--- src/rtl/hbpwm_map.svh ---
// Notes on behaviour
// - a high-side short latches every bridge switch off until shutdown toggles or reset
// - high-side trip takes about 1530 cycles near 1.5x rated, faster at higher current
// - low-side current over limit blanks all switches for rest of the cycle
// - a logic level held on the limit input keeps the bridge shut down
// - A duty is fully off, about 25% to 75%, or fully on: the ramp dwells at each end
// - each polarity change passes through an interval with all four switches off
// - oscillator clock divided by two gives a square wave that steers the ramp
// - command above ramp drives A; command below ramp drives B
// - command outside the ramp span stops switching and holds one side on
// - dead time is a fixed cycle count, independent of switching frequency
// - both switches of one bridge leg are never on together
// - drive A turns on A-high and B-low; drive B turns on B-high and A-low
// - the clock input takes an external clock; clock output normally feeds it
// - the divider does not align ramp phase with other devices
`ifndef HBPWM_MAP_SVH
`define HBPWM_MAP_SVH

`define HBPWM_CLK_PERIOD_NS 40
`define HBPWM_DEAD_NS 400
`define HBPWM_DEAD_CYC ((`HBPWM_DEAD_NS + `HBPWM_CLK_PERIOD_NS - 1) / `HBPWM_CLK_PERIOD_NS)
`define HBPWM_OSC_HALF 9'h0FF
`define HBPWM_RAMP_MAX 8'hFF
`define HBPWM_RAMP_RST 8'h00
`define HBPWM_HS_RATED 8'h40
`define HBPWM_HS_TRIP 48960
`define HBPWM_SW_A_HI 0
`define HBPWM_SW_B_LO 1
`define HBPWM_SW_B_HI 2
`define HBPWM_SW_A_LO 3

`endif

--- src/rtl/hbpwm_pkg.sv ---
package hbpwm_pkg;
    typedef logic [7:0] hbpwm_ramp_type;
    typedef logic signed [9:0] hbpwm_cmd_type;
    typedef logic [7:0] hbpwm_sense_type;
    typedef logic [3:0] hbpwm_dead_type;
    typedef logic [16:0] hbpwm_acc_type;
    typedef enum logic [3:0] {
        HBPWM_ST_OFF = 4'h1,
        HBPWM_ST_DEAD = 4'h2,
        HBPWM_ST_A = 4'h4,
        HBPWM_ST_B = 4'h8
    } hbpwm_state_type;
endpackage

--- src/rtl/hbpwm_ramp_if.sv ---
`timescale 1ns/1ps
interface hbpwm_ramp_if;
    import hbpwm_pkg::*;
    hbpwm_ramp_type ramp;
    logic square;
    logic cycle_start;
    modport src (output ramp, output square, output cycle_start);
    modport snk (input ramp, input square, input cycle_start);
endinterface

--- src/rtl/hbpwm_ramp.sv ---
`timescale 1ns/1ps
`include "hbpwm_map.svh"
module hbpwm_ramp (
    input wire logic clk,
    input wire logic rst_n,
    input wire logic osc_in,
    hbpwm_ramp_if.src rif
);
    import hbpwm_pkg::*;

    logic osc_prev_q;
    logic square_q;
    logic start_q;
    hbpwm_ramp_type ramp_q;

    // free-running divider: phase against other devices is arbitrary
    always_ff @(posedge clk or negedge rst_n) begin
        if (!rst_n) begin
            osc_prev_q <= 1'b0;
            square_q <= 1'b0;
            start_q <= 1'b0;
        end else begin
            osc_prev_q <= osc_in;
            start_q <= 1'b0;
            if (osc_in && !osc_prev_q) begin
                square_q <= ~square_q;
                start_q <= ~square_q;
            end
        end
    end

    // square high ramps up, low ramps down; saturates at each end and holds until the square flips
    always_ff @(posedge clk or negedge rst_n) begin
        if (!rst_n) begin
            ramp_q <= `HBPWM_RAMP_RST;
        end else if (square_q) begin
            if (ramp_q != `HBPWM_RAMP_MAX) begin
                ramp_q <= ramp_q + 8'h01;
            end
        end else if (ramp_q != `HBPWM_RAMP_RST) begin
            ramp_q <= ramp_q - 8'h01;
        end
    end

    assign rif.ramp = ramp_q;
    assign rif.square = square_q;
    assign rif.cycle_start = start_q;
endmodule

--- src/rtl/hbpwm_top.sv ---
`timescale 1ns/1ps
`include "hbpwm_map.svh"
module hbpwm_top #(
    parameter int unsigned HS_TRIP = `HBPWM_HS_TRIP
) (
    input wire logic clk,
    input wire logic rst_n,
    input wire logic shdn,
    input wire logic clk_in,
    input wire hbpwm_pkg::hbpwm_cmd_type cmd,
    input wire logic ilim,
    input wire hbpwm_pkg::hbpwm_sense_type hs_sense,
    output logic clk_out,
    output logic drv_a,
    output logic drv_b,
    output logic [3:0] sw_on,
    output logic hs_fault,
    output logic lim_active,
    output logic dead_active
);
    import hbpwm_pkg::*;

    localparam hbpwm_dead_type DEAD_LOAD = hbpwm_dead_type'(`HBPWM_DEAD_CYC - 1);
    localparam hbpwm_acc_type TRIP_LEVEL = hbpwm_acc_type'(HS_TRIP);
    localparam logic [3:0] SW_ON_A = 4'h3;

    hbpwm_ramp_if rif();

    logic [8:0] osc_cnt_q;
    logic clk_out_q;
    hbpwm_cmd_type cmd_q;
    hbpwm_cmd_type ramp_s;
    logic want_a;
    logic want_b;
    logic lim_q;
    logic shdn_prev_q;
    logic fault_q;
    hbpwm_acc_type acc_q;
    logic [17:0] acc_sum;
    logic inhibit;
    hbpwm_state_type state_q;
    hbpwm_state_type state_d;
    logic tgt_a_q;
    logic tgt_a_d;
    hbpwm_dead_type dead_q;
    hbpwm_dead_type dead_d;
    logic drv_a_q;
    logic drv_b_q;
    logic [3:0] sw_q;
    logic dead_act_q;

    hbpwm_ramp u_ramp (
        .clk(clk),
        .rst_n(rst_n),
        .osc_in(clk_in),
        .rif(rif.src)
    );

    // internal oscillator; the board normally loops clk_out back to clk_in
    always_ff @(posedge clk or negedge rst_n) begin
        if (!rst_n) begin
            osc_cnt_q <= 9'h000;
            clk_out_q <= 1'b0;
        end else if (osc_cnt_q == `HBPWM_OSC_HALF - 9'h001) begin
            osc_cnt_q <= 9'h000;
            clk_out_q <= ~clk_out_q;
        end else begin
            osc_cnt_q <= osc_cnt_q + 9'h001;
        end
    end

    // command sampled once per clock so the comparator sees a stable word
    always_ff @(posedge clk or negedge rst_n) begin
        if (!rst_n) begin
            cmd_q <= 10'h000;
        end else begin
            cmd_q <= cmd;
        end
    end

    // equal values keep the present side, avoiding chatter at the crossing
    assign ramp_s = hbpwm_cmd_type'({2'b00, rif.ramp});
    assign want_a = cmd_q > ramp_s;
    assign want_b = cmd_q < ramp_s;

    // cycle-by-cycle limit; the set wins over the end-of-cycle clear
    // a level held on ilim simply keeps the latch set
    always_ff @(posedge clk or negedge rst_n) begin
        if (!rst_n) begin
            lim_q <= 1'b0;
        end else begin
            lim_q <= ilim | (lim_q & ~rif.cycle_start);
        end
    end

    // integrate the excess over rated current: trip time falls as current rises
    assign acc_sum = {1'b0, acc_q} + 18'({1'b0, hs_sense} - {1'b0, `HBPWM_HS_RATED});

    always_ff @(posedge clk or negedge rst_n) begin
        if (!rst_n) begin
            acc_q <= 17'h00000;
        end else if (shdn || hs_sense <= `HBPWM_HS_RATED) begin
            acc_q <= 17'h00000;
        end else if (acc_sum[17]) begin
            acc_q <= 17'h1FFFF;
        end else begin
            acc_q <= acc_sum[16:0];
        end
    end

    // latch holds through shutdown and clears only as shutdown releases
    always_ff @(posedge clk or negedge rst_n) begin
        if (!rst_n) begin
            shdn_prev_q <= 1'b0;
            fault_q <= 1'b0;
        end else begin
            shdn_prev_q <= shdn;
            if (!shdn && acc_q >= TRIP_LEVEL) begin
                fault_q <= 1'b1;
            end else if (shdn_prev_q && !shdn) begin
                fault_q <= 1'b0;
            end
        end
    end

    assign inhibit = shdn | fault_q | lim_q | ilim;

    // every entry into a driven state passes through the dead interval
    always_comb begin
        state_d = state_q;
        tgt_a_d = tgt_a_q;
        dead_d = dead_q;
        case (state_q)
            HBPWM_ST_OFF: begin
                if (!inhibit && (want_a || want_b)) begin
                    state_d = HBPWM_ST_DEAD;
                    tgt_a_d = want_a;
                    dead_d = DEAD_LOAD;
                end
            end
            HBPWM_ST_DEAD: begin
                if (inhibit) begin
                    state_d = HBPWM_ST_OFF;
                end else if (dead_q != 4'h0) begin
                    dead_d = dead_q - 4'h1;
                end else begin
                    state_d = tgt_a_q ? HBPWM_ST_A : HBPWM_ST_B;
                end
            end
            HBPWM_ST_A: begin
                if (inhibit) begin
                    state_d = HBPWM_ST_OFF;
                end else if (want_b) begin
                    state_d = HBPWM_ST_DEAD;
                    tgt_a_d = 1'b0;
                    dead_d = DEAD_LOAD;
                end
            end
            HBPWM_ST_B: begin
                if (inhibit) begin
                    state_d = HBPWM_ST_OFF;
                end else if (want_a) begin
                    state_d = HBPWM_ST_DEAD;
                    tgt_a_d = 1'b1;
                    dead_d = DEAD_LOAD;
                end
            end
            default: begin
                state_d = HBPWM_ST_OFF;
            end
        endcase
    end

    // out-of-span commands never cross the ramp, so the side holds: 0% or 100%
    always_ff @(posedge clk or negedge rst_n) begin
        if (!rst_n) begin
            state_q <= HBPWM_ST_OFF;
            tgt_a_q <= 1'b0;
            dead_q <= 4'h0;
        end else begin
            state_q <= state_d;
            tgt_a_q <= tgt_a_d;
            dead_q <= dead_d;
        end
    end

    // outputs registered from the next state so they change with the state itself
    always_ff @(posedge clk or negedge rst_n) begin
        if (!rst_n) begin
            drv_a_q <= 1'b0;
            drv_b_q <= 1'b0;
            dead_act_q <= 1'b0;
        end else begin
            drv_a_q <= state_d == HBPWM_ST_A;
            drv_b_q <= state_d == HBPWM_ST_B;
            dead_act_q <= state_d == HBPWM_ST_DEAD;
        end
    end

    // one flop per switch; A and B are exclusive states, so no leg shoots through
    for (genvar i = 0; i < 4; i++) begin : g_sw
        always_ff @(posedge clk or negedge rst_n) begin
            if (!rst_n) begin
                sw_q[i] <= 1'b0;
            end else if (SW_ON_A[i]) begin
                sw_q[i] <= state_d == HBPWM_ST_A;
            end else begin
                sw_q[i] <= state_d == HBPWM_ST_B;
            end
        end
    end

    assign clk_out = clk_out_q;
    assign drv_a = drv_a_q;
    assign drv_b = drv_b_q;
    assign sw_on = sw_q;
    assign hs_fault = fault_q;
    assign lim_active = lim_q;
    assign dead_active = dead_act_q;
endmodule

--- config.mk ---
export PLATFORM = sky130hd
export DESIGN_NAME = hbpwm_top
export DESIGN_NICKNAME = d
export VERILOG_FILES = /design/src/rtl/hbpwm_pkg.sv /design/src/rtl/hbpwm_ramp_if.sv /design/src/rtl/hbpwm_ramp.sv /design/src/rtl/hbpwm_top.sv
export VERILOG_INCLUDE_DIRS = /design/src /design/src/rtl
export SDC_FILE = /design/constraint.sdc
export NUM_CORES = 1
export LEC_CHECK = 0
export ABC_AREA = 1
export ABC_CLOCK_PERIOD_IN_PS = 4300
export BUFFER_PORTS_ARGS = -buffer_cell sky130_fd_sc_hd__buf_2
export CORE_MARGIN = 3
export CORE_UTILIZATION = 50
export DETAILED_ROUTE_END_ITERATION = 6
export GPL_TIMING_DRIVEN = 0
export PLACE_DENSITY = 0.68
export SETUP_SLACK_MARGIN = 0.05
export SKIP_LAST_GASP = 1
export SLEW_MARGIN = 20
export SYNTH_ARGS = -nofsm -noshare
export SYNTH_HDL_FRONTEND = slang
export SYNTH_SLANG_ARGS = --single-unit
--- constraint.sdc ---
create_clock -name clk -period 4.3 [get_ports clk]
set_input_delay 0.43 -clock clk [delete_from_list [all_inputs] [get_ports clk]]
set_output_delay 0.43 -clock clk [all_outputs]
set_load 0.05 [all_outputs]
Word level (Yosys, flattened, before mapping):

Cells that the tools add are included.

* flip-flop bits (word level): 63
* output and inout port bits: 10
* logic and storage cells: 102

* $add $sub $neg: 6
* order comparisons: 4
* eq/ne operators: 17
* mux-type cells: 32
* bitwise logic cells: 8
* reduce and logical (&&, ||, !) cells: 18

Operators by type and width (number)
* $mux W4: 15
* $mux W17: 2
* $pmux W4 S4: 2
* $mux W8: 3
* $add A17 B18 Y18: 1
* $ge A17 B16 Y1 const B: 1
* $ne A2 B2 Y1 const B: 8
* $gt A10 B9 Y1: 1
* $lt A10 B9 Y1: 1
* $add A9 B1 Y9 const B: 1
* $eq A9 B8 Y1 const B: 1
* $mux W9: 1
* $sub A8 B7 Y9 const B: 1
* $add A8 B1 Y8 const B: 1
* $eq A4 B2 Y1 const B: 2
* $eq A4 B3 Y1 const B: 2
* $eq A4 B4 Y1 const B: 2
* $le A8 B7 Y1 const B: 1
* $mux W1: 8
* $ne A8 B8 Y1 const B: 1
* $reduce_and A8 Y1: 1
* $reduce_bool A4 Y1: 2
* $reduce_bool A8 Y1: 1
* $sub A8 B1 Y8 const B: 1
* other kinds (13): 25

Depth between registers and ports, before layout:

Gate-level depths: netlist of run 1.

* depth after elaboration: 8
* gate-level depth with buffers: 16
* depth with buffers taken out: 15

Hierarchy:

A second synthesis of run 1 with hierarchy kept.

* cell total of the unflattened synthesis: 550
* area, all modules: 4204.0 µm²

Modules (own cells, without submodules)
* hbpwm_top: times used 1, cells each 454, area an instance 3467.1 µm², sequential area each 1302.5 µm²
* hbpwm_ramp: times used 1, cells each 96, area an instance 737.0 µm², sequential area each 275.3 µm²

Worst setup path before layout of run 1:

OpenSTA, ideal clock, no wires.

* path type: in2reg
* start: input hs_sense[6]
* end: register acc_q[12]
* library setup time: 0.113 ns
* arrival time: 2.207 ns
* setup slack: 1.981 ns
* cell stages on the path: 13
* path through: inv_1 -> ha_1 -> ha_1 -> a21oi_2 -> a21boi_2 -> nand2_1 -> nand2_1 -> nand4_1 -> nand2_4 -> buf_8 -> nand2_1 -> nand2_1 -> inv_1

* longest elaborated chain between the ends: 4

Ends and longest elaborated chain
* start: declaration: line hbpwm_top.sv:12 `input wire hbpwm_pkg::hbpwm_sense_type hs_sense,`
* $sub A8 B7 Y9: line hbpwm_top.sv:97 `` assign acc_sum = {1'b0, acc_q} + 18'({1'b0, hs_sense} - {1'b0, `HBPWM_HS_RATED}); ``
* $add A17 B18 Y18: line hbpwm_top.sv:97
* $mux W17: line hbpwm_top.sv:104 `end else if (acc_sum[17]) begin`
* $mux W17 *: line hbpwm_top.sv:102 `` end else if (shdn || hs_sense <= `HBPWM_HS_RATED) begin ``
* end signal: assignment: line hbpwm_top.sv:107 `acc_q <= acc_sum[16:0];`
* end: declaration: line hbpwm_top.sv:38 `hbpwm_acc_type acc_q;`

Mark *: on every way between the ends. The rest lies on a longest branch, timed or not.
A chain may end at the register's enable or synchronous reset.

Worst setup path after layout of run 1:

* start: input hs_sense[6]
* end: register acc_q[13]

Same word-level chain as after synthesis.

==> impl_metrics.toml, run 1 <==
[worst_setup_path]
critical_path.startpoint = "hs_sense[6]"
criticalPathCategory = "in2reg"
rr_worst_depth = 11
cp_num_buf_inv = 4
crit_chain = "buf_2 > inv_1 > ha_1 > ha_1 > a21oi_2 > a21boi_2 > nand2_1 > nand2_1 > nand4_1 > nand2_4 > buf_8 > nand2_2 > nand2_1 > inv_1"
cp_common_cell = "nand2_1"
start_kind = "primary input"
slowest_stage = "ha_1"
crit_fanout = 12
arrival_ns = 2.74
cp_slowest_stage_delay_ns = 0.50
timing.rr.end = "acc_q[13]"
required_ns = 4.54
r2r-start = "acc_q[8]"
cp_top_family = "adder cells"
r2r_slack_ns = 2.18
worst_setup_path_end_kind = "flip-flop"

[routing]
totalWireLength_um = 8530
via_per_inst = 5.03
drc = 0
wl_met1_um = 3990
route.met2.wl_um = 4170
drtPass1Iterations = 5
dr_wl_met3_um = 324
drtAntennaViolNets = 0
drt_iter0_drc = 127
routedWlPerCell_um = 12.3
maxUsedRoutingLayer = "met4"
vias = 3481

[power]
power.internal_mw = 1.36
total_power_mw = 2.24
peakVddDrop_mv = 0.214
p_comb_share_pct = 42.8
p_seq_share_pct = 34.6
power.density_nw_per_um2 = 480
switchingPower_uw = 878
pwr-share-clk_pct = 22.5
netSwitchingFraction_pct = 39.3
p_leak_nw = 2.61

[yosys]
syn-instance-count = 540
synthArstFlopShare_pct = 100
synth_edf_count = 0
yosysUniqueCellTypes = 36
synth_warnings = 0
syn-cell-area_um2 = 4130
synthMuxAreaShare_pct = 0
synthAdderAreaFrac_pct = 12.2
ys_seq_area_share_pct = 38.2
avgSynthCellArea_um2 = 7.66
yosys.area.top_type = "dfrtp_1"
synth_top_area_share_pct = 37.5
synth_top_family_by_area = "simple AND/OR/NAND/NOR gates"
synth_fp_nets = 602
synthXorXnorAreaFrac_pct = 3.81
synth_flop_cell = "dfrtp_1"
synth_compound_area_share_pct = 8.41
synthTopCellsByArea = "dfrtp_1 (38%), nand2_1 (12%), ha_1 (11%)"
synth_common_cells = "nand2_1 (137), inv_1 (88), dfrtp_1 (62)"
synth.most_common_cell = "nand2_1"
synth-seq-cells = 63
synthSimpleGateAreaFrac_pct = 27.9

[grt]
antenna_found_initial = 0
grt_max_degree = 49
grt_pass1_wl_um = 15200
grtUsageTotal_pct = 19.5
grt_pass1_vias = 3460
overflow = 0

[finish]
final_nets = 647
fill_cells = 732
area_growth_pct = 12.7
seqCellArea_um2 = 1580
diodes = 0
layout-drive-gt1-share_pct = 12.2
fin_area_um2 = 4660
multi_input_area_um2 = 2160

[placement]
post-dp-hpwl_um = 6530
dpl_cell_area_um2 = 4450
place.gp.congestion = 0.933
portBuffers = 32

[cts]
clk_latency_ns = 0.35
clock_sinks = 63
numCtsBuffers = 9
cts_max_path_buffers = 2
cts_tree = "yes"
path_clk_slew_ns = 0.07
h-tree-depth = 3
clock-root-buffer = "clkbuf_8"
ctsResizeCount = 0

[min_path]
hold_path_class = "in2reg"
hold_start = "cmd[0]"
worstHoldEndpoint = "cmd_q[0]"
min_path_cells = 1

[timing]
tns_ns = 0
hold_viol_final = 0
tightest_slew_ns = 0.915
timing.fmax_ghz = 0.399
rsz0062_at_grt = "no"
slew_headroom_pct = 38.5
whs_ns = 0.195
period_needed_ns = 2.51
period_share_pct = 58.3
finalClockSkew_ns = 0.0139
finalSetupViolations = 0
drv_slew = 0

[run_status]
status = "finished, final reports clean"

[floorplanning]
die_area_um2 = 9400
rows = 32
coreArea_um2 = 7890
ios = 33
die_h_um = 96.9
die_x_um = 96.9
start_util_pct = 52.4

[flow_run]
maxCapViolCount = 0
[layout make-up]
| cell class | count | area share [%] |
|---|---|---|
| clock buffer | 14 | 3.92 |
| multi-input combinational | 381 | 46.4 |
| buffer | 6 | 1.21 |
| tap | 102 | 2.74 |
| timing repair buffer | 34 | 4.30 |
| clock inverter | 2 | 0.269 |
| inverter | 90 | 7.25 |
| sequential | 63 | 33.9 |
[worst max path at each step]
| stage | cells past startpoint | slack, ns | endpoint |
|---|---|---|---|
| 2_1_floorplan | 13 | 1.98 | acc_q[12] |
| 3_3_place_gp | 14 | 1.48 | acc_q[15] |
| 3_5_place_dp | 14 | 1.43 | acc_q[10] |
| 4_1_cts | 14 | 1.80 | acc_q[13] |
| 5_1_grt | 13 | 1.58 | acc_q[12] |
| 6_report | 14 | 1.79 | acc_q[13] |
[cell families (layout without fill, tap and decap cells)]
group / Yosys count / in the layout
simple gates: 260 / 260
flops: 63 / 63
compound gates: 64 / 64
xor+xnor: 18 / 18
buf+inv: 96 / 146
fa+ha+maj: 39 / 39
[placed cells by master, fill, tap and decap left out, types with 2 or more instances in the layout]
| cell type | count |
|---|---|
| nor3_1 | 10 |
| xnor2_1 | 12 |
| nand2_1 | 137 |
| o211ai_1 | 2 |
| a21oi_2 | 2 |
| dfrtp_1 | 62 |
| a21oi_1 | 34 |
| nor3_2 | 4 |
| nand3_1 | 38 |
| nand3b_1 | 4 |
| fa_1 | 2 |
| inv_2 | 2 |
| inv_1 | 88 |
| nand4_1 | 10 |
| clkbuf_8 | 13 |
| o21ai_0 | 20 |
| ha_1 | 37 |
| and3_1 | 3 |
| buf_2 | 31 |
| xor2_1 | 6 |
| nand2_2 | 5 |
| o21bai_1 | 2 |
| buf_4 | 5 |
| nor2_1 | 41 |
| nor4_1 | 2 |
[flip-flops by register name (all words and copies together) (netlist names)]
register,count
hs_fault,1
u_ramp.osc_prev_q,1
dead_active,1
cmd_q,10
u_ramp.rif.cycle_start,1
osc_cnt_q,9
shdn_prev_q,1
tgt_a_q,1
sw_on,2
state_q,4
u_ramp.rif.square,1
acc_q,17
u_ramp.rif.ramp,8
dead_q,4
clk_out,1
lim_active,1
[metal layers]
| layer | GRT usage (%) | vias up |
|---|---|---|
| met5 | 0 | - |
| met4 | 4.97 | 0 |
| met3 | 6.13 | 4 |
| met2 | 33.5 | 62 |
| met1 | 23.8 | 1593 |
| li1 | - | 1822 |
[worst reg2reg max path: stages, from the launching register on]
cell	delay (ns)
dfrtp_1	0.40
ha_1	0.39
a21oi_2	0.26
a21boi_2	0.22
nand2_1	0.07
nand2_1	0.07
nand4_1	0.13
nand2_4	0.16
buf_8	0.15
nand2_2	0.05
nand2_1	0.06
inv_1	0.04
[timing repair]
item | in CTS | in global routing
hold buffers | 1 | 0
hold endpoints to repair | 14 | 0
setup buffers | 0 | 0
[power groups by stage]
stage	sequential, mW	clock [mW]	combinational [mW]
finish	0.774	0.504	0.958
global route	0.788	0.548	1.12
CTS	0.775	0.518	0.965
detailed placement	0.784	0	0.961
global placement	0.783	0	0.921
floorplan	0.776	0	0.762
[stage by stage]
| stage | setup slack, ns | utilization [%] | std cells |
|---|---|---|---|
| floorplan | 1.98 | - | 540 |
| global placement | 1.48 | 56.1 | 674 |
| detailed placement | 1.43 | 56.4 | 675 |
| CTS | 1.80 | 59.0 | 692 |
| global route | 1.58 | 59.0 | 692 |
| finish | 1.79 | 59.0 | 692 |
Power figures use the tool's default switching activity.
==> run 2, diff against run 1 <==
--- a/config.mk
+++ b/config.mk
@@ -6,14 +6,14 @@
 export SDC_FILE = /design/constraint.sdc
 export NUM_CORES = 1
 export LEC_CHECK = 0
-export ABC_AREA = 1
-export ABC_CLOCK_PERIOD_IN_PS = 4300
+export ABC_AREA = 0
+export ABC_CLOCK_PERIOD_IN_PS = 2300
 export BUFFER_PORTS_ARGS = -buffer_cell sky130_fd_sc_hd__buf_2
 export CORE_MARGIN = 3
 export CORE_UTILIZATION = 50
 export DETAILED_ROUTE_END_ITERATION = 6
 export GPL_TIMING_DRIVEN = 0
-export PLACE_DENSITY = 0.68
+export PLACE_DENSITY = 0.71
 export SETUP_SLACK_MARGIN = 0.05
 export SKIP_LAST_GASP = 1
 export SLEW_MARGIN = 20
==> constraint.sdc (replaced) <==
create_clock -name clk -period 2.3 [get_ports clk]
set_input_delay 0.23 -clock clk [delete_from_list [all_inputs] [get_ports clk]]
set_output_delay 0.23 -clock clk [all_outputs]
set_load 0.05 [all_outputs]
==> run 2 against run 1 <==
Against the previous run: final area is 5.3% higher; critical endpoint is now acc_q[16]; worst hold slack worse by 0.17 ns; sequential share of layout area is 1.6 points lower; critical path type is now reg2reg.
==> impl_metrics.toml, run 2 <==
[run_status]
status = "finished, final reports clean"

[yosys]
synth_warnings = 0
syn-cell-area_um2 = 3890
synth_common_cells = "dfrtp_1 (62), ha_1 (37), a21oi_1 (35)"
synth_top_family_by_area = "compound AO/OA/AOI/OAI gates"
yosysUniqueCellTypes = 59
synth-seq-cells = 63
syn-instance-count = 390
synthTopCellsByArea = "dfrtp_1 (40%), ha_1 (12%), a21oi_1 (4.5%)"
synthXorXnorAreaFrac_pct = 5.63
synthAdderAreaFrac_pct = 12.9
synth_fp_nets = 452
ys_seq_area_share_pct = 40.6
avgSynthCellArea_um2 = 9.97
yosys.area.top_type = "dfrtp_1"
synth_top_area_share_pct = 39.9
synth_flop_cell = "dfrtp_1"
synthSimpleGateAreaFrac_pct = 15.5
synthArstFlopShare_pct = 100
synthMuxAreaShare_pct = 1.64
synth_edf_count = 0
synth_compound_area_share_pct = 18.6
synth.most_common_cell = "dfrtp_1"

[finish]
diodes = 0
final_cell_mix = "dfrtp_1 (59), a21oi_1 (34), buf_2 (32)"
area_growth_pct = 26.2
layout-drive-gt1-share_pct = 26.0
final_nets = 530
fill_cells = 565
reg_top3 = "acc_q (17), cmd_q (10), osc_cnt_q (9)"
largest_register_ffs = 17
final_common_cell = "dfrtp_1"
top_register = "acc_q"
final_util_pct = 66.2

[worst_setup_path]
criticalPathCategory = "reg2reg"
cp_top_family = "compound AO/OA/AOI/OAI gates"
slowest_stage = "o311a_1"
arrival_ns = 2.51
crit_fanout = 4
worst_setup_path_end_kind = "flip-flop"
crit_chain = "ha_1 > nor2b_2 > o31a_1 > o311a_1 > o21ai_0 > o311ai_2 > a21oi_1"
start_kind = "flip-flop"
cp_slowest_stage_delay_ns = 0.38
cp_num_buf_inv = 0
required_ns = 2.55

[timing]
tightest_slew_ns = 1.05
slew_headroom_pct = 29.8
period_needed_ns = 2.26
hold_viol_final = 0
finalClockSkew_ns = 0.00906
drv_slew = 0
finalSetupViolations = 0
timing.fmax_ghz = 0.443
rsz0062_at_grt = "yes"
period_share_pct = 98.1

[routing]
routedWlPerCell_um = 15.2
drc = 0
vias = 3146
drtAntennaViolNets = 0
drt_iter0_drc = 173
totalWireLength_um = 8690
via_per_inst = 5.50
drtPass1Iterations = 4

[cts]
clock_sinks = 63
numCtsBuffers = 9
cts_tree = "yes"
clk_latency_ns = 0.34
cts_max_path_buffers = 2
h-tree-depth = 3
clock-root-buffer = "clkbuf_8"
path_clk_slew_ns = 0.07

[power]
pwr-share-clk_pct = 25.4
netSwitchingFraction_pct = 35.4
switchingPower_mw = 1.48
p_comb_share_pct = 40.5
power.density_nw_per_um2 = 852
p_seq_share_pct = 34.0
total_power_mw = 4.18
peakVddDrop_mv = 0.780
power.internal_mw = 2.70
p_leak_nw = 2.27

[flow_run]
maxCapViolCount = 0

[grt]
grt_pass1_wl_um = 14200
antenna_found_initial = 0
grt_pass1_vias = 3033
grtUsageTotal_pct = 20.2
grt_max_degree = 45
overflow = 0

[floorplanning]
die_x_um = 94.2
coreArea_um2 = 7410
die_area_um2 = 8870
rows = 31
start_util_pct = 52.5
ios = 33
die_h_um = 94.2

[placement]
post-dp-hpwl_um = 5700
place.gp.congestion = 0.807
portBuffers = 32

[min_path]
hold_path_class = "in2reg"
[run 2: changes by cell type after synthesis, moves of 5 or more]
cell and change:
nor2b_1 +5, inv_1 -60, clkbuf_1 +8, nand2_2 -5
o21a_1 +6, a21o_1 +10, nand2b_1 +8, nand2_1 -123
nor2_1 -12, a2111oi_0 +6, nand3_1 -28
[run 2: path summary, 6_finish.rpt]
path	from	endpoint	slack [ns]	cells after the start
worst max register to register	acc_q[2]	acc_q[16]	0.04	7
worst max-delay path	acc_q[2]	acc_q[16]	0.04	7
max in group asynchronous	rst_n	u_ramp.rif.square	1.44	3
min in group asynchronous	rst_n	acc_q[11]	0.32	2
worst min register to register	u_ramp.osc_prev_q	u_ramp.rif.cycle_start	0.44	1
worst min-delay path	clk_in	u_ramp.osc_prev_q	0.02	1
[run 2: metrics by stage]
step	hold WS, ns	area [µm²]	setup slack, ns	setup TNS, ns	cells
2_1_floorplan	-0.0656	3920	0.0800	0	390
5_1_grt	0.0175	4910	-0.0667	-0.144	572
3_3_place_gp	0.339	4200	-0.360	-5.19	521
4_1_cts	0.00381	4650	0.0342	0	555
3_5_place_dp	0.140	4230	-0.393	-5.95	522
6_report	0.0205	4910	0.0437	0	572
[run 2: metal layers]
layer	vias to the layer above	global-route usage, %	routed length, µm
met3	10	4.49	286
met2	53	33.2	4310
li1	1572	-	-
met5	-	0	0
met1	1511	26.5	3990
met4	0	6.02	101
[run 2: cell type report]
class / instances / area [µm²] / share of cell area (%)
plain buffers: 14 / 91.3 / 1.86
clock buffers: 10 / 128 / 2.60
clock inverters: 6 / 83.8 / 1.71
inverters: 28 / 109 / 2.22
multi-input cells: 283 / 2310 / 47.1
flip-flops and latches: 63 / 1580 / 32.2
well taps: 99 / 124 / 2.52
repair buffers: 69 / 480 / 9.79
[run 2: cell families after synthesis]
family | count (synthesis)
flip-flops | 63
XOR/XNOR | 25
adder cells (fa/ha/maj) | 39
buffers and inverters | 44
AND/OR/NAND/NOR | 108
AO/OA/AOI/OAI | 106
multiplexers | 5
[run 2: power groups by stage]
stage / Clock (mW) / Sequential (mW) / Combinational [mW]
floorplan: 0 / 1.43 / 1.08
finish: 1.06 / 1.42 / 1.69
detailed placement: 0 / 1.46 / 1.35
global route: 1.14 / 1.44 / 1.90
global placement: 0 / 1.45 / 1.29
CTS: 1.08 / 1.42 / 1.49
[run 2: timing repair]
item,CTS,global route
setup endpoints to repair,20,19
hold buffers,11,0
buffers inserted,7,18
gates resized for setup,14,27
pin swaps,4,14
endpoints found under the hold margin,28,0
==> run 3, diff against run 2 <==
--- a/config.mk
+++ b/config.mk
@@ -14,7 +14,6 @@
 export DETAILED_ROUTE_END_ITERATION = 6
 export GPL_TIMING_DRIVEN = 0
 export PLACE_DENSITY = 0.71
-export SETUP_SLACK_MARGIN = 0.05
 export SKIP_LAST_GASP = 1
 export SLEW_MARGIN = 20
 export SYNTH_ARGS = -nofsm -noshare
==> run 3 against run 2 <==
Against the previous run: wire length is 2.9% higher; clock skew is 0.0012 ns higher; register-to-register slack hardly changed; highest routed layer unchanged.
==> impl_metrics.toml, run 3 (synthesized netlist as in run 2, its figures left out) <==
[worst_setup_path]
criticalPathCategory = "reg2reg"
required_ns = 2.53
cp_common_cell = "nand4_1"
r2r_slack_ns = 0.03
slowest_stage = "or4_4"
start_kind = "flip-flop"
crit_fanout = 6
crit_chain = "ha_1 > nand4_1 > or4_4 > nand4_1 > mux2i_4 > nand2b_4 > mux2_1"
worst_setup_path_end_kind = "flip-flop"
arrival_ns = 2.49
cp_slowest_stage_delay_ns = 0.50

[cts]
clock-root-buffer = "clkbuf_8"
numCtsBuffers = 9
clk_latency_ns = 0.35
cts_tree = "yes"
cts_max_path_buffers = 2
clock_sinks = 63
h-tree-depth = 3
path_clk_slew_ns = 0.07

[finish]
top_register = "acc_q"
final_util_pct = 65.4
final_nets = 524
layout-drive-gt1-share_pct = 24.0
area_growth_pct = 24.6
largest_register_ffs = 17
fin_area_um2 = 4840
final_common_cell = "dfrtp_1"
reg_top3 = "acc_q (17), cmd_q (10), osc_cnt_q (9)"
diodes = 0
final_cell_mix = "dfrtp_1 (60), a21oi_1 (34), buf_2 (32)"
fin_cells = 566

[floorplanning]
die_area_um2 = 8870
rows = 31
ios = 33
die_h_um = 94.2
die_x_um = 94.2
start_util_pct = 52.5
coreArea_um2 = 7410

[placement]
post-dp-hpwl_um = 5840
dpl_cell_area_um2 = 4210
portBuffers = 32
dp_slack_ns = -0.554
place_inst = 522
place.gp.congestion = 0.852

[timing]
period_needed_ns = 2.27
tns_ns = 0
rsz0062_at_grt = "yes"
slew_headroom_pct = 26.2
fin_ws_ns = 0.0312
timing.fmax_ghz = 0.441
drv_slew = 0
finalSetupViolations = 0
finalClockSkew_ns = 0.0103
whs_ns = 0.0207
hold_viol_final = 0
tightest_slew_ns = 1.10
period_share_pct = 98.6

[grt]
grt_pass1_wl_um = 14300
grtUsageTotal_pct = 20.5
grt_pass1_vias = 3136
antenna_found_initial = 0
grt_max_degree = 40
overflow = 0

[routing]
routedWlPerCell_um = 15.8
drc = 0
drtPass1Iterations = 4
totalWireLength_um = 8940
via_per_inst = 5.67
drt_iter0_drc = 99
vias = 3211
drtAntennaViolNets = 0

[run_status]
status = "finished, final reports clean"

[flow_run]
maxCapViolCount = 0

[min_path]
hold_path_class = "in2reg"

[power]
peakVddDrop_mv = 0.755
p_leak_nw = 2.21
power.density_nw_per_um2 = 842
total_power_mw = 4.08
==> run 3: changes by cell type in the layout (fill, tap and decap cells not counted), sizes merged <==
cell | before | now
clkinv | 3 | 2
inv | 28 | 27
bufinv | 2 | 1
clkinvlp | 1 | 4
clkbuf | 16 | 15
buf | 66 | 61
==> run 3: final timing paths <==
path                                         start                endpoint  cells after the start
max in group asynchronous                    rst_n              state_q[0]                      3
worst max register to register  u_ramp.rif.ramp[0]               dead_q[0]                      7
worst min-delay path                        clk_in       u_ramp.osc_prev_q                      1
min in group asynchronous                    rst_n                acc_q[8]                      2
worst max-delay path            u_ramp.rif.ramp[0]               dead_q[0]                      7
worst min register to register   u_ramp.osc_prev_q  u_ramp.rif.cycle_start                      1
==> run 3: final cells by class <==
cell class / instances / area, µm²
Clock buffer: 10 / 138
Timing Repair Buffer: 64 / 450
Buffer: 13 / 87.6
Sequential cell: 63 / 1580
Clock inverter: 6 / 70.1
Multi-Input combinational cell: 283 / 2280
Fill cell: 604 / 2570
Inverter: 28 / 109
Tap cell: 99 / 124
==> run 3: critical path: cells and delay by family, from the launching register on <==
family | cells | cell delay [ns]
simple gates | 4 | 0.93
flops | 1 | 0.48
mux | 2 | 0.40
fa+ha+maj | 1 | 0.34
==> run 3: metal layers <==
layer / part of all wire (%) / vias up / GRT usage (%)
li1: - / 1559 / -
met1: 45 / 1549 / 26.1
met2: 49 / 87 / 34.0
met3: 4.6 / 16 / 3.37
met4: 1.6 / 0 / 9.27
met5: 0 / - / 0
==> run 3: where the power goes <==
| group | switching, mW | internal [mW] |
|---|---|---|
| clock | 0.479 | 0.533 |
| sequential | 0.157 | 1.28 |
| combinational | 0.843 | 0.781 |
==> run 3: repair_timing <==
item | in CTS | in global routing
gates resized for setup | 9 | 30
cloned | 0 | 1
endpoints found under the setup margin | 20 | 19
hold endpoints to repair | 34 | 0
buffers inserted | 8 | 11
hold buffers | 11 | 0
pin swaps | 4 | 8
